==> config.mk <==
export PLATFORM = sky130hd
export DESIGN_NAME = ocpwm_unit
export DESIGN_NICKNAME = d
export VERILOG_FILES = /design/src/rtl/ocpwm_pkg.sv /design/src/rtl/ocpwm_tick_sel.sv /design/src/rtl/ocpwm_edge_dly.sv /design/src/rtl/ocpwm_unit.sv
export SDC_FILE = /design/constraint.sdc
export NUM_CORES = 1
export LEC_CHECK = 0
export ABC_AREA = 0
export BUFFER_PORTS_ARGS = -buffer_cell sky130_fd_sc_hd__buf_4
export CAP_MARGIN = 10
export CORE_AREA = 2 2 118 120
export CTS_CLUSTER_SIZE = 24
export DETAILED_ROUTE_END_ITERATION = 10
export DIE_AREA = 0 0 120 122
export PLACE_DENSITY_LB_ADDON = 0.15
export SYNTH_ARGS = -nofsm -noshare
export SYNTH_HDL_FRONTEND = slang
export SYNTH_SLANG_ARGS = --single-unit
==> constraint.sdc <==
create_clock -name ref_clk -period 3.75 [get_ports ref_clk]
set_clock_uncertainty 0.05 [all_clocks]
set_input_delay 0.5625 -clock ref_clk [delete_from_list [all_inputs] [get_ports ref_clk]]
set_output_delay 0.5625 -clock ref_clk [all_outputs]
set_load 0.05 [all_outputs]
==> src/rtl/ocpwm_pkg.sv <==
// Constants, field layout and mode codes of the compare/PWM channel.
// Assumes a single system clock; all users write ocpwm_pkg::name.
package ocpwm_pkg;
  // ==========================================================
  // Widths and register map
  localparam int          TB_W      = 16;
  localparam int          QUARTERS  = 4;
  localparam int          ADDR_W    = 12;
  localparam logic [11:0] ADDR_CON1 = 12'h000;
  localparam logic [11:0] ADDR_CON2 = 12'h004;
  localparam logic [11:0] ADDR_PRI  = 12'h008;
  localparam logic [11:0] ADDR_SEC  = 12'h00C;
  localparam logic [11:0] ADDR_PER  = 12'h010;
  localparam logic [11:0] ADDR_CNT  = 12'h014;
  // ==========================================================
  // Control one fields
  localparam int MODE_LSB    = 0;
  localparam int TRIGCLR_BIT = 3;
  localparam int FSTAT_LSB   = 4;
  localparam int FEN_LSB     = 7;
  localparam int TSEL_LSB    = 10;
  localparam int IDLE_BIT    = 13;
  // ==========================================================
  // Control two fields
  localparam int TRIG_BIT    = 6;
  localparam int DLY_LSB     = 9;
  localparam int FLVL_BIT    = 14;
  localparam int FHOLD_BIT   = 15;
  localparam logic [15:0] CON_RST = 16'h0000;
  // ==========================================================
  // Time-base select codes and mode codes
  localparam logic [2:0] TSEL_LAST_TMR = 3'h3;
  localparam logic [2:0] TSEL_T1       = 3'h4;
  localparam logic [2:0] TSEL_SYS      = 3'h7;
  typedef enum logic [2:0] {
    OCPWM_DIS  = 3'b000,
    OCPWM_SSHI = 3'b001,
    OCPWM_SSLO = 3'b010,
    OCPWM_TOG  = 3'b011,
    OCPWM_DSS  = 3'b100,
    OCPWM_DCP  = 3'b101,
    OCPWM_EPWM = 3'b110,
    OCPWM_CPWM = 3'b111
  } ocpwm_mode_e;
endpackage

==> src/rtl/ocpwm_tick_sel.sv <==
// Time-base source selection and idle gating.
// Timer ticks arrive as one-cycle enables synchronous to ref_clk.
module ocpwm_tick_sel (
  input  wire logic [2:0] tsel,
  input  wire logic [4:0] timer_tick,
  input  wire logic       halt,
  output logic            tick
);
  logic [2:0] tmr_idx;
  logic       raw;
  // Index 0 is timer one, 1..4 are timers two to five
  assign tmr_idx = (tsel == ocpwm_pkg::TSEL_T1) ? 3'h0 : 3'(tsel + 3'h1);
  assign raw = (tsel == ocpwm_pkg::TSEL_SYS) ? 1'b1 :
               (tsel <= ocpwm_pkg::TSEL_T1) ? timer_tick[tmr_idx] :
               1'b0;
  assign tick = raw & ~halt;
endmodule

==> src/rtl/ocpwm_edge_dly.sv <==
// Output level register with quarter-cycle falling-edge pattern.
// Assumes a 4x serializer downstream consumes phase, slot 0 first.
module ocpwm_edge_dly (
  input  wire logic       ref_clk,
  input  wire logic       sys_rst,
  input  wire logic       lvl_d,
  input  wire logic [1:0] dly,
  input  wire logic       dly_en,
  output logic            pin_q,
  output logic [3:0]      phase_q
);
  logic       fall;
  logic [3:0] phase_d;
  // Delay is always in quarters of ref_clk, whatever the tick rate
  assign fall = pin_q & ~lvl_d & dly_en & (dly != 2'h0);
  assign phase_d = fall ? 4'((4'h1 << dly) - 4'h1)
                        : {ocpwm_pkg::QUARTERS{lvl_d}};
  always_ff @(posedge ref_clk)
  begin
    if (sys_rst)
    begin
      pin_q   <= 1'b0;
      phase_q <= 4'h0;
    end
    else
    begin
      pin_q   <= lvl_d;
      phase_q <= phase_d;
    end
  end
endmodule

==> src/rtl/ocpwm_unit.sv <==
// Output compare / PWM channel with APB register slave.
// Assumes timer ticks, idle, and fault inputs synchronous to ref_clk.
//
// Chosen here: the APB interface to the registers and the register addresses.
module ocpwm_unit #(
  parameter int CHANNEL = 1
) (
  input  wire logic        ref_clk,
  input  wire logic        sys_rst,
  input  wire logic        psel,
  input  wire logic        penable,
  input  wire logic        pwrite,
  input  wire logic [11:0] paddr,
  input  wire logic [31:0] pwdata,
  output logic [31:0]      prdata,
  output logic             pready,
  output logic             pslverr,
  input  wire logic [4:0]  timer_tick,
  input  wire logic        cpu_idle,
  input  wire logic        fault_input_a,
  input  wire logic        fault_input_b,
  input  wire logic [2:0]  cmp_fault,
  output logic             compare_output_pin,
  output logic [3:0]       compare_output_phase
);
  if (CHANNEL < 1 || CHANNEL > 5)
  begin : g_bad
    $error("CHANNEL must be 1 to 5");
  end

  localparam int W = ocpwm_pkg::TB_W;

  // ==========================================================
  // Helpers
  function automatic logic [1:0] cmp_index(input int ch);
    cmp_index = 2'((ch - 1) / 2);
  endfunction

  function automatic logic [31:0] fld(input logic [15:0] v, input int lsb);
    fld = 32'(v) << lsb;
  endfunction

  // ==========================================================
  // Registers
  ocpwm_pkg::ocpwm_mode_e mode_q;
  logic         trig_clr_q;
  logic [2:0]   fstat_q;
  logic [2:0]   fen_q;
  logic [2:0]   tsel_q;
  logic         idle_q;
  logic         fhold_q;
  logic         flvl_q;
  logic [1:0]   dly_q;
  logic         trig_q;
  logic [W-1:0] pri_q;
  logic [W-1:0] sec_q;
  logic [W-1:0] per_q;
  logic [W-1:0] cnt_q;
  logic [W-1:0] pri_buf_q;
  logic [W-1:0] sec_buf_q;
  logic [1:0]   dly_buf_q;
  logic         done_q;
  logic [31:0]  prdata_q;
  logic         pready_q;
  logic         pslverr_q;

  // ==========================================================
  // APB decode
  logic        setup;
  logic        wr;
  logic        hit_con1;
  logic        hit_con2;
  logic        hit_pri;
  logic        hit_sec;
  logic        hit_per;
  logic        hit_cnt;
  logic        mapped;
  logic        con1_wr;
  logic        con2_wr;
  logic [31:0] rd_con1;
  logic [31:0] rd_con2;
  logic [31:0] rd_mux;

  assign setup    = psel & ~penable;
  assign wr       = psel & penable & pready_q & pwrite & ~pslverr_q;
  assign hit_con1 = paddr == ocpwm_pkg::ADDR_CON1;
  assign hit_con2 = paddr == ocpwm_pkg::ADDR_CON2;
  assign hit_pri  = paddr == ocpwm_pkg::ADDR_PRI;
  assign hit_sec  = paddr == ocpwm_pkg::ADDR_SEC;
  assign hit_per  = paddr == ocpwm_pkg::ADDR_PER;
  assign hit_cnt  = paddr == ocpwm_pkg::ADDR_CNT;
  assign mapped   = hit_con1 | hit_con2 | hit_pri | hit_sec |
                    hit_per | hit_cnt;
  assign con1_wr  = wr & hit_con1;
  assign con2_wr  = wr & hit_con2;

  // Bits 15:14 of control one are never assembled, so read zero
  assign rd_con1 = fld(16'(mode_q), ocpwm_pkg::MODE_LSB)
                 | fld(16'(trig_clr_q), ocpwm_pkg::TRIGCLR_BIT)
                 | fld(16'(fstat_q), ocpwm_pkg::FSTAT_LSB)
                 | fld(16'(fen_q), ocpwm_pkg::FEN_LSB)
                 | fld(16'(tsel_q), ocpwm_pkg::TSEL_LSB)
                 | fld(16'(idle_q), ocpwm_pkg::IDLE_BIT);
  assign rd_con2 = fld(16'(trig_q), ocpwm_pkg::TRIG_BIT)
                 | fld(16'(dly_q), ocpwm_pkg::DLY_LSB)
                 | fld(16'(flvl_q), ocpwm_pkg::FLVL_BIT)
                 | fld(16'(fhold_q), ocpwm_pkg::FHOLD_BIT);
  assign rd_mux = hit_con1 ? rd_con1 :
                  hit_con2 ? rd_con2 :
                  hit_pri  ? 32'(pri_q) :
                  hit_sec  ? 32'(sec_q) :
                  hit_per  ? 32'(per_q) :
                  hit_cnt  ? 32'(cnt_q) : 32'h0000_0000;

  // Zero wait states: pready rises for the access cycle only
  always_ff @(posedge ref_clk)
  begin
    if (sys_rst)
    begin
      pready_q  <= 1'b0;
      pslverr_q <= 1'b0;
      prdata_q  <= 32'h0000_0000;
    end
    else
    begin
      pready_q  <= setup;
      pslverr_q <= setup & ~mapped;
      prdata_q  <= setup ? rd_mux : prdata_q;
    end
  end

  // ==========================================================
  // Time base
  logic         tick;
  logic         pwm;
  logic         per_end;
  logic [W-1:0] pri_eff;
  logic [W-1:0] sec_eff;
  logic [1:0]   dly_eff;
  logic         pm;
  logic         sm;
  logic [W-1:0] cnt_d;

  ocpwm_tick_sel u_tick (
    .tsel       (tsel_q),
    .timer_tick (timer_tick),
    .halt       (idle_q & cpu_idle),
    .tick       (tick)
  );

  assign pwm     = (mode_q == ocpwm_pkg::OCPWM_EPWM) |
                   (mode_q == ocpwm_pkg::OCPWM_CPWM);
  assign per_end = tick & (cnt_q == per_q);
  // Outside PWM the buffers follow the registers, so writes act at once
  assign pri_eff = pwm ? pri_buf_q : pri_q;
  assign sec_eff = pwm ? sec_buf_q : sec_q;
  assign dly_eff = pwm ? dly_buf_q : dly_q;
  assign pm      = tick & (cnt_q == pri_eff);
  assign sm      = tick & (cnt_q == sec_eff);
  assign cnt_d   = (mode_q == ocpwm_pkg::OCPWM_DIS) ? '0 :
                   per_end ? '0 :
                   tick ? W'(cnt_q + 1'b1) : cnt_q;

  always_ff @(posedge ref_clk)
  begin
    if (sys_rst)
    begin
      cnt_q     <= '0;
      pri_buf_q <= '0;
      sec_buf_q <= '0;
      dly_buf_q <= 2'h0;
    end
    else
    begin
      cnt_q <= cnt_d;
      if (!pwm || per_end)
      begin
        pri_buf_q <= pri_q;
        sec_buf_q <= sec_q;
        dly_buf_q <= dly_q;
      end
    end
  end

  // ==========================================================
  // Faults
  logic [2:0] fsrc;
  logic [2:0] fset;
  logic [2:0] fclr;
  logic       fault_act;

  assign fsrc = fen_q & {cmp_fault[cmp_index(CHANNEL)],
                         fault_input_b, fault_input_a};
  assign fset = (mode_q == ocpwm_pkg::OCPWM_CPWM) ? fsrc : 3'h0;
  // Hold mode needs software to write zero once the source is gone
  assign fclr = ~fsrc & (fhold_q
              ? (con1_wr ? ~pwdata[ocpwm_pkg::FSTAT_LSB +: 3] : 3'h0)
              : {3{per_end}});
  assign fault_act = |(fstat_q | fset);

  // ==========================================================
  // Output sequencing
  logic [2:0] new_mode;
  logic       cur;
  logic       lvl_mode;
  logic       lvl_d;
  logic       done_d;

  assign new_mode = pwdata[ocpwm_pkg::MODE_LSB +: 3];
  assign cur      = compare_output_pin;

  always_comb
  begin
    lvl_mode = 1'b0;
    unique case (mode_q)
      ocpwm_pkg::OCPWM_DIS:  lvl_mode = 1'b0;
      ocpwm_pkg::OCPWM_SSHI: lvl_mode = cur | pm;
      ocpwm_pkg::OCPWM_SSLO: lvl_mode = cur & ~pm;
      ocpwm_pkg::OCPWM_TOG:  lvl_mode = cur ^ pm;
      ocpwm_pkg::OCPWM_DSS:
        lvl_mode = done_q ? cur : (cur ? ~sm : pm);
      ocpwm_pkg::OCPWM_DCP:  lvl_mode = cur ? ~sm : pm;
      ocpwm_pkg::OCPWM_EPWM:
        lvl_mode = cnt_q < sec_eff;
      ocpwm_pkg::OCPWM_CPWM:
        lvl_mode = (cnt_q >= pri_eff) && (cnt_q < sec_eff);
    endcase
  end

  // A control write restarts single shots at their initial level
  assign lvl_d = con1_wr ? (new_mode == 3'(ocpwm_pkg::OCPWM_SSLO)) :
                 (mode_q == ocpwm_pkg::OCPWM_CPWM && fault_act) ?
                 flvl_q : lvl_mode;
  assign done_d = ~con1_wr & (done_q |
                  ((mode_q == ocpwm_pkg::OCPWM_DSS) & cur & sm));

  ocpwm_edge_dly u_edge (
    .ref_clk (ref_clk),
    .sys_rst (sys_rst),
    .lvl_d   (lvl_d),
    .dly     (dly_eff),
    .dly_en  (mode_q != ocpwm_pkg::OCPWM_SSHI),
    .pin_q   (compare_output_pin),
    .phase_q (compare_output_phase)
  );

  // ==========================================================
  // Control state
  always_ff @(posedge ref_clk)
  begin
    if (sys_rst)
    begin
      mode_q     <= ocpwm_pkg::OCPWM_DIS;
      trig_clr_q <= 1'b0;
      fstat_q    <= 3'h0;
      fen_q      <= 3'h0;
      tsel_q     <= 3'h0;
      idle_q     <= 1'b0;
      fhold_q    <= 1'b0;
      flvl_q     <= 1'b0;
      dly_q      <= 2'h0;
      trig_q     <= 1'b0;
      pri_q      <= '0;
      sec_q      <= '0;
      per_q      <= '0;
      done_q     <= 1'b0;
    end
    else
    begin
      done_q  <= done_d;
      fstat_q <= fset | (fstat_q & ~fclr);
      if (con1_wr)
      begin
        mode_q     <= ocpwm_pkg::ocpwm_mode_e'(new_mode);
        trig_clr_q <= pwdata[ocpwm_pkg::TRIGCLR_BIT];
        fen_q      <= pwdata[ocpwm_pkg::FEN_LSB +: 3];
        tsel_q     <= pwdata[ocpwm_pkg::TSEL_LSB +: 3];
        idle_q     <= pwdata[ocpwm_pkg::IDLE_BIT];
      end
      if (con2_wr)
      begin
        fhold_q <= pwdata[ocpwm_pkg::FHOLD_BIT];
        flvl_q  <= pwdata[ocpwm_pkg::FLVL_BIT];
        dly_q   <= pwdata[ocpwm_pkg::DLY_LSB +: 2];
        trig_q  <= pwdata[ocpwm_pkg::TRIG_BIT];
      end
      else if (trig_clr_q && sm)
        trig_q <= 1'b0;
      if (wr && hit_pri)
        pri_q <= pwdata[W-1:0];
      if (wr && hit_sec)
        sec_q <= pwdata[W-1:0];
      if (wr && hit_per)
        per_q <= pwdata[W-1:0];
    end
  end

  assign prdata  = prdata_q;
  assign pready  = pready_q;
  assign pslverr = pslverr_q;
endmodule

==> impl_results.md, run 1 <==
- Post-cts hold buffer count: 0
- # IOs: 99
- Crit. End Element: register
- Area Growth Syn to Fin: 14.77%
- # port buffers: between 60 and 70
- H-tree levels: 4
- RSZ-0062 raised after global routing: no
- N_diodes: 0
- Drt pass-1 iters: 6
- Clock Pin Slew Worst Setup and Hold Paths: 0.07 ns
- HP Start: pwdata[8]
- Layout Cells excl Fill: 1,137
- Status: finished clean
- Crit-path max cell delay: 0.34 ns
- Max cap viols: 0
- Die H: 122 um
- GRT Overall Usage: between 30% and 40%
- Crit-path cells: nand2_4 > buf_4 > buf_4 > mux2i_1 > ha_1 > nand3_1 > nor2_1 > nand4_1 > ha_1 > nand2_1 > a211oi_1 > a221oi_1 > o211ai_1 > nor2_1 > a21oi_1
- Vias in the first global route: 6,500
- Part of the cycle the worst path needs: 92.36%
- Worst setup margin: 0.2864 ns
- Final min period: between 3 and 4 ns
- Clock Sinks: 141
- Grt met2 use: 47.41%
- CP max stage cell: dfxtp_1
- TritonCTS clock tree: done
- Rows: 43
- Final instance area: just under 9000 um2
- CP bufs+invs: 2
- Drt drc: 0
- Yosys cell types: 62
- Core box area: roughly 14,000 um2
- Number of synthesized register bits: 141
- Routed len/inst: 19.20 um
- CP arrival: ~3.7 ns
- Post-synthesis compound-gate area fraction: 15.84%
- Highest clock rate: 288.7 MHz
- Total vias in the final route: 6,816
- Power density cells: about 380 nW/um2
- Worst-path maximum fanout: 15
- Placer Congestion: 0.9132
- TritonCTS Buffers: 17
- Final setup fails: 0
- CTS Root Cell: clkbuf_16
- Cells after Synth: about 900
- Vias/cell: 5.995
- Largest net degree at the start of global routing: 64
- CP Data Required Time: 3.99 ns
- Portion of netlist area occupied by mux cells: roughly an eighth
- Post-CTS resize count: 0
- Post-synthesis cell area: 7640 um2
- R2R depth: 15
- Insertion delay to the later sink of the worst-skew pair: 0.43 ns
- Syn Area/Cell: 8.517 um2
- Post-Synth XOR/XNOR Area: about 3.6%
- CP Class: reg2reg
- DP Cell Count: 1,105
- Post-synth ARST share: 0%
- Busiest metal layer after global routing: met2
- Worst hold stages: 3
- GR Overflow Total: 0
- M3 GR Usage: 6.507%
- Critical Path Source Type: register
- Placed cell areas: 8210 um2
- Worst rel slew slack: 47.65%
- Most common cell after layout, fill and taps aside: dfxtp_1
- First-pass GRT wire length: 34.86 mm
- Max rail drop VDD: around 0.31 mV
- FF-to-FF setup slack: 0.29 ns
- Initial Util: between 50% and 60%
- Chip Width: 120 um
- Commonest non-fill, non-tap cells in the layout: 141 x dfxtp_1, 129 x nand2_1, 101 x nor2_1
- Crit-path leading delay family: simple AND/OR/NAND/NOR gates
- Core Util, Final: 64.93%
- Post-synth EDFFs: 0
- Initial antenna violation count: 0
- Post-synth top flop: dfxtp_1
- Fin nets: roughly 1,000
- Simple-Gate Fraction of Synth Area: 19.54%
- Pre-CTS WS: 0.3788 ns
- Final WL: 21.84 mm
- Slew Viols, Final: 0
- Routed Antenna Nets: 0
- Max clock buf depth: 2
- CP Depth: 15
- Crit path from: mode_q[1]$_SDFFE_PP0P_
- R2r startpoint: mode_q[1]$_SDFFE_PP0P_
- Lkg Pwr: 0.003486 uW
- Post-synthesis adder-cell area fraction: 6.223%
- Synth warn: 0
- Dpl hpwl: 15.68 mm
- Die area: around 15,000 um2
- Buffer count from post-CTS setup fixing: 0
- Sequential cell area fraction in the yosys report: approximately 37%
- Met1 GRT Util: roughly two fifths
- Slew @ Worst Pin: slightly below 0.8 ns
- Hold Crit Class: in2reg
- Setup TNS: 0 ns
- Proportion of layout cells with a drive suffix above 1: 14.84%
- Final hold vios: 0
- First DRT Iteration DRCs: 849
- Largest family of logic cells by synthesized area: simple AND/OR/NAND/NOR gates
==> synthesized netlist by cell type, types with 3 or more instances <==
master	n	area, um2
a22o_1	8	70.07
a2bb2oi_1	3	26.28
nand2b_1	3	18.77
nor3_1	10	50.05
a211oi_1	12	90.09
and3_1	3	18.77
mux2_2	10	112.6
o221ai_1	5	43.79
and4_1	3	26.28
buf_1	5	18.77
nand4_1	23	143.9
xnor2_1	18	157.7
o21bai_1	10	75.07
buf_4	23	172.7
mux2i_1	86	860.8
o211ai_1	4	30.03
o22ai_1	5	31.28
nor4_1	7	43.79
inv_1	9	33.78
nor2_1	101	379.1
buf_2	6	30.03
clkbuf_1	36	135.1
a21o_1	4	30.03
and2_1	5	31.28
a211oi_2	7	87.58
a31oi_1	5	31.28
nor2b_1	7	43.79
a311oi_1	3	26.28
nand2_1	130	488.0
a21boi_0	3	22.52
xor2_1	13	113.9
nand3_1	14	70.07
a221oi_1	5	43.79
a21oi_1	76	380.4
dfxtp_1	141	2823
o21ai_0	24	120.1
or2_2	3	18.77
ha_1	38	475.5
==> cell type report <==
type / instances / area [um2]
clock inverters: 15 / 127.6
clock buffers: 17 / 425.4
inverters: 9 / 33.78
flip-flops and latches: 141 / 2823
multi-input cells: 692 / 4498
repair buffers: 83 / 635.6
well taps: 180 / 225.2
fillers: 1150 / 4736
==> per-layer routing <==
metal  share of wire (%)  routed length, um  up-vias
li1                    -                  -     3251
met1                  43               9297     3162
met2                  45               9750      345
met3                 9.3               2026       58
met4                 3.5                761        0
met5                   0                  0        -
==> worst reg2reg max path, delay by kind of cell (launching register included) <==
kind / cells / cell delay [ns]
AND/OR/NAND/NOR: 6 / 1.03
AO/OA/AOI/OAI: 4 / 0.69
buffers and inverters: 2 / 0.49
multiplexers: 1 / 0.10
adder cells (fa/ha/maj): 2 / 0.63
flip-flops: 1 / 0.34
==> logic make-up (layout without fill, tap and decap cells) <==
group,after synthesis,count (layout)
AND/OR/NAND/NOR,325,325
other,1,16
buffers and inverters,79,124
XOR/XNOR,31,31
adder cells (fa/ha/maj),38,38
AO/OA/AOI/OAI,186,186
multiplexers,96,96
flip-flops,141,141
==> flip-flops by register name, summed over array words and instances, names as in the netlist, 16 cells and up, named ones only <==
| register | count |
|---|---|
| cnt_q | 16 |
| pri_buf_q | 16 |
| sec_buf_q | 16 |
| prdata | 16 |
| per_q | 16 |
| sec_q | 16 |
| pri_q | 16 |
==> path summary, 6_finish.rpt <==
| check | endpoint |
|---|---|
| max reg2reg | u_edge.phase_q[0]$_SDFF_PP0_ |
| min | fen_q[1]$_SDFFE_PP0P_ |
| min reg2reg | trig_clr_q$_SDFFE_PP0P_ |
| max | u_edge.phase_q[0]$_SDFF_PP0_ |
==> metrics by stage <==
stage / hold slack [ns] / total power (uW)
2_1_floorplan: 0.3997 / 1682
3_3_place_gp: 0.4083 / 1749
3_5_place_dp: 0.4132 / 1749
4_1_cts: 0.3574 / 3316
5_1_grt: 0.3652 / 3397
6_report: 0.3655 / 3312
==> power by group <==
group	leakage, uW	internal [uW]	total (uW)	switching [uW]
Combinational	0.00209	59.4	208	149
Clock	0.000261	864	1590	729
Sequential	0.00114	1510	1510	4.96
Total	0.00349	2430	3310	883
No activity file was read; power rests on OpenSTA's default activity.
==> run 2: changes to the inputs <==
CTS_BUF_LIST = sky130_fd_sc_hd__clkbuf_16   (was default)
PLACE_DENSITY = 0.79   (was default)
PLACE_DENSITY_LB_ADDON = default   (was 0.15)
==> impl_results.md, run 2 (synthesis results as in run 1) <==
- Dpl hpwl: 15.35 mm (-2.1%)
- Routed len/inst: 18.99 um (-1.1%)
- Worst-path maximum fanout: 18 (+3)
- Power density cells: 377.8 nW/um2 (about the same)
- Filler instances: 1,098 (-4.5%)
- Commonest non-fill, non-tap cells in the layout: 141 x dfxtp_1, 129 x nand2_1, 101 x nor2_1
- Post-CTS resize count: 0 (unchanged)
- Core box area: 13,500 um2 (unchanged)
- Part of the cycle the worst path needs: 91.35% (-1.0 points)
- Max cap viols: 0 (unchanged)
- Clock Pin Slew Worst Setup and Hold Paths: 0.06 ns (about the same)
- Drt pass-1 iters: 5 (-1)
- First DRT Iteration DRCs: 626 (-26%)
- Area Growth Syn to Fin: 15.33%
- CTS Root Cell: clkbuf_16
- Initial Util: 56.57% (unchanged)
- Die area: 14,640 um2 (unchanged)
- Proportion of layout cells with a drive suffix above 1: 14.97% (+0.13 points)
- Routed Antenna Nets: 0 (unchanged)
- Drt drc: 0 (unchanged)
- Status: finished clean
- Most common cell after layout, fill and taps aside: dfxtp_1
- Die H: 122 um (unchanged)
- H-tree levels: 4 (unchanged)
- Setup TNS: 0 ns (unchanged)
- # IOs: 99 (unchanged)
- Vias in the first global route: 6,408 (-1.4%)
- Vias/cell: 6.103 (+1.8%)
- First-pass GRT wire length: 34.27 mm (-1.7%)
- Slew @ Worst Pin: 0.8627 ns (+0.07811 ns)
- Insertion delay to the later sink of the worst-skew pair: 0.44 ns (about the same)
- Worst rel slew slack: 42.44% (-5.2 points)
- Crit. End Element: register
- Initial antenna violation count: 0 (unchanged)
- Placer Congestion: 0.9481 (+3.8%)
- Rows: 43 (unchanged)
- Final hold vios: 0 (unchanged)
- TritonCTS Buffers: 17 (unchanged)
- Final WL: 21.69 mm (-0.67%)
- N_diodes: 0 (unchanged)
- Lkg Pwr: 0.003510 uW (+0.68%)
- # port buffers: 64 (unchanged)
- Largest net degree at the start of global routing: 73 (+14%)
- Hold Crit Class: in2reg
- Total vias in the final route: 6,970 (+2.3%)
- Buffer count from post-CTS setup fixing: 0 (unchanged)
- Max rail drop VDD: 0.3609 mV (+17%)
- Post-cts hold buffer count: 0 (unchanged)
- Core Util, Final: 65.25% (+0.31 points)
- Chip Width: 120 um (unchanged)
- GR Overflow Total: 0 (unchanged)
- Final min period: 3.426 ns (-0.03798 ns)
- CP Data Required Time: 4.07 ns (+0.08 ns)
- Highest clock rate: 291.9 MHz (+1.1%)
- Final setup fails: 0 (unchanged)
- CP Class: reg2reg
- Register area: 2823 um2 (unchanged)
- Slew Viols, Final: 0 (unchanged)
- Critical Path Source Type: register
- Clock Sinks: 141 (unchanged)
- Multi-input gate area: 4493 um2 (-0.11%)
- Fin nets: 1,048 (+0.58%)
- CP arrival: 3.75 ns (+0.05 ns)
- TritonCTS clock tree: done
- Max clock buf depth: 2 (unchanged)
- RSZ-0062 raised after global routing: no
- GRT Overall Usage: 30.60% (-0.31 points)
run 2: worst paths after layout:
| check | slack (ns) | end | from | cells past startpoint |
|---|---|---|---|---|
| min | 0.35 | sec_q[7]$_SDFFE_PP0P_ | pwdata[7] | 3 |
| min reg2reg | 0.43 | per_q[5]$_SDFFE_PP0P_ | per_q[5]$_SDFFE_PP0P_ | 2 |
| max | 0.32 | u_edge.phase_q[0]$_SDFF_PP0_ | mode_q[1]$_SDFFE_PP0P_ | 14 |
| max reg2reg | 0.32 | u_edge.phase_q[0]$_SDFF_PP0_ | mode_q[1]$_SDFFE_PP0P_ | 14 |
run 2: area by class of cell:
| type | instances | share of cell area, % |
|---|---|---|
| Tap cell | 180 | 2.556 |
| Sequential cell | 141 | 32.04 |
| Multi-Input combinational cell | 692 | 50.99 |
| Clock inverter | 14 | 1.477 |
| Timing Repair Buffer | 89 | 7.725 |
| Inverter | 9 | 0.3834 |
| Clock buffer | 17 | 4.828 |
run 2: layer usage:
metal | GRT usage [%] | wire (um) | vias up
met2 | 49.47 | 10150 | 333
met3 | 7.818 | 1965 | 45
li1 | - | - | 3265
met4 | 12.28 | 602 | 0
met1 | 39.14 | 8973 | 3327
met5 | 0 | 0 | -
run 2: metrics by stage:
stage | hold WS [ns] | std cells | setup WS, ns | total power [uW] | instance area [um2]
6_report | 0.3457 | 1142 | 0.3244 | 3328 | 8811
5_1_grt | 0.3676 | 1142 | 0.1477 | 3398 | 8811
4_1_cts | 0.3447 | 1142 | 0.3612 | 3326 | 8811
3_5_place_dp | 0.4225 | 1111 | 0.3809 | 1746 | 8255
3_3_place_gp | 0.4109 | 1111 | 0.4142 | 1745 | 8255
2_1_floorplan | 0.3997 | 912 | 0.3720 | 1682 | 7696
run 2: report_power, final:
group / internal (uW) / switching (uW) / total (uW)
clock network: 959 / 651 / 1610
registers: 1510 / 5.02 / 1510
logic: 59.2 / 147 / 207
total: 2530 / 803 / 3330
run 2: worst max-delay path: stages (launching register included):
cell and delay, ns:
dfxtp_1 0.31, nand2_2 0.32, buf_4 0.38, mux2_2 0.38, ha_1 0.27, inv_1 0.05
nor2_1 0.19, nand4_1 0.18, ha_1 0.22, or2_2 0.27, a211oi_1 0.24, a221oi_1 0.10
o211ai_1 0.18, nor2_1 0.09, a21oi_1 0.13
==> run 3: changes to the inputs <==
MAX_ROUTING_LAYER = met4   (was default)
==> impl_results.md, run 3 (synthesis results as in run 1) <==
- Post-CTS resize count: 0 (unchanged)
- Max rail drop VDD: 0.3073 mV (-15%)
- Critical Path Source Type: register
- TritonCTS Buffers: 17 (unchanged)
- Core Util, Final: 65.48% (+0.23 points)
- Rows: 43 (unchanged)
- Final min period: 3.450 ns (+0.02480 ns)
- Placed cell areas: 8270 um2 (+0.18%)
- Final setup fails: 0 (unchanged)
- GRT Overall Usage: 31.49% (+0.89 points)
- Proportion of layout cells with a drive suffix above 1: 15.23% (+0.26 points)
- GR Overflow Total: 0 (unchanged)
- CP Data Required Time: 4.06 ns (about the same)
- Most common cell after layout, fill and taps aside: dfxtp_1
- Crit. End Element: register
- Final hold vios: 0 (unchanged)
- Final instance area: 8842 um2 (+0.36%)
- Total vias in the final route: 6,953 (-0.24%)
- Pwr Total: 3368 uW (+1.2%)
- Highest clock rate: 289.8 MHz (-0.72%)
- Vias/cell: 6.072 (-0.51%)
- Worst rel slew slack: 45.40% (+3.0 points)
- N_diodes: 0 (unchanged)
- Setup TNS: 0 ns (unchanged)
- Die area: 14,640 um2 (unchanged)
- First-pass GRT wire length: 34.26 mm (about the same)
- Part of the cycle the worst path needs: 92.01% (+0.66 points)
- CTS Root Cell: clkbuf_16
- CP arrival: 3.76 ns (about the same)
- Die H: 122 um (unchanged)
- Drt pass-1 iters: 5 (unchanged)
- Commonest non-fill, non-tap cells in the layout: 141 x dfxtp_1, 129 x nand2_1, 101 x nor2_1
- Dpl hpwl: 15.33 mm (-0.15%)
- Buffer count from post-CTS setup fixing: 0 (unchanged)
- Worst-path maximum fanout: 16 (-2)
- CP Class: reg2reg
- Insertion delay to the later sink of the worst-skew pair: 0.42 ns (-0.02 ns)
- Placer Congestion: 0.9415 (-0.70%)
- Worst setup margin: 0.2996 ns (-0.02480 ns)
- First DRT Iteration DRCs: 622 (-0.64%)
- # port buffers: 64 (unchanged)
- Filler instances: 1,081 (-1.5%)
- Routed Antenna Nets: 0 (unchanged)
- Clock Sinks: 141 (unchanged)
- Max clock buf depth: 2 (unchanged)
- RSZ-0062 raised after global routing: no
- # IOs: 99 (unchanged)
- Slew @ Worst Pin: 0.8184 ns (-0.04438 ns)
- Slew Viols, Final: 0 (unchanged)
- H-tree levels: 4 (unchanged)
- Vias in the first global route: 6,405 (-0.047%)
- TritonCTS clock tree: done
- Status: finished clean
- Initial antenna violation count: 0 (unchanged)
- Final WL: 21.98 mm (+1.4%)
- Post-cts hold buffer count: 0 (unchanged)
- Chip Width: 120 um (unchanged)
- Power density cells: 380.9 nW/um2 (+0.82%)
- Lkg Pwr: 0.003521 uW (+0.32%)
- Initial Util: 56.57% (unchanged)
- Max cap viols: 0 (unchanged)
- Hold Crit Class: in2reg
- Fin nets: 1,050 (+0.19%)
- Pre-CTS WS: 0.3814 ns (+0.0004970 ns)
- Core box area: 13,500 um2 (unchanged)
- Area Growth Syn to Fin: 15.74%
- Drt drc: 0 (unchanged)
- Clock Pin Slew Worst Setup and Hold Paths: 0.06 ns (about the same)
- Routed len/inst: 19.20 um (+1.1%)
- Largest net degree at the start of global routing: 70 (-4.1%)
-- run 3: cell types whose count changed in the layout (fill, tap and decap cells not counted) --
cell / change
clkinv_2: -2
inv_6: +3
buf_4: +2
inv_1: -1
clkinv_1: +1
-- run 3: routing by layer --
layer  GRT usage [%]  vias up  routed length, um
li1                -     3260                  -
met1           39.50     3279               9115
met2           49.04      339              10230
met3           6.086       75               1807
met4           14.85        0                833
met5               -        -                  0
-- run 3: worst paths after layout --
check | startpoint | slack [ns] | endpoint | cells past startpoint
max | mode_q[2]$_SDFFE_PP0P_ | 0.30 | u_edge.phase_q[0]$_SDFF_PP0_ | 14
min | pwdata[7] | 0.36 | fen_q[0]$_SDFFE_PP0P_ | 3
max reg2reg | mode_q[2]$_SDFFE_PP0P_ | 0.30 | u_edge.phase_q[0]$_SDFF_PP0_ | 14
min reg2reg | trig_clr_q$_SDFFE_PP0P_ | 0.43 | trig_clr_q$_SDFFE_PP0P_ | 2
-- run 3: power by group --
part | internal, uW | switching [uW] | total (uW) | leakage [uW]
logic | 60.7 | 148 | 209 | 0.00212
registers | 1510 | 4.98 | 1510 | 0.00114
clock network | 975 | 673 | 1650 | 0.000269
total | 2540 | 826 | 3370 | 0.00352
-- run 3: metrics by stage --
stage	hold slack (ns)	instances
after floorplan	0.3997	912
after global placement	0.4124	1113
after detailed placement	0.4199	1113
after CTS	0.3477	1145
after global routing	0.3627	1145
final	0.3622	1145
-- run 3: area by class of cell --
| cell class | count | area [um2] | share of cell area, % |
|---|---|---|---|
| inverters | 9 | 33.78 | 0.3821 |
| clock inverters | 15 | 146.4 | 1.656 |
| flip-flops and latches | 141 | 2823 | 31.92 |
| clock buffers | 17 | 425.4 | 4.811 |
| well taps | 180 | 225.2 | 2.547 |
| repair buffers | 91 | 695.7 | 7.868 |
| multi-input cells | 692 | 4493 | 50.81 |
-- run 3: worst max-delay path, stage by stage, from the launching register on --
cell,delay (ns)
dfxtp_1,0.33
nand2_2,0.38
buf_4,0.36
mux2_2,0.38
ha_1,0.27
inv_1,0.05
nor2_1,0.18
nand4_1,0.17
ha_1,0.22
or2_2,0.27
a211oi_1,0.23
a221oi_1,0.09
o211ai_1,0.18
nor2_1,0.09
a21oi_1,0.13
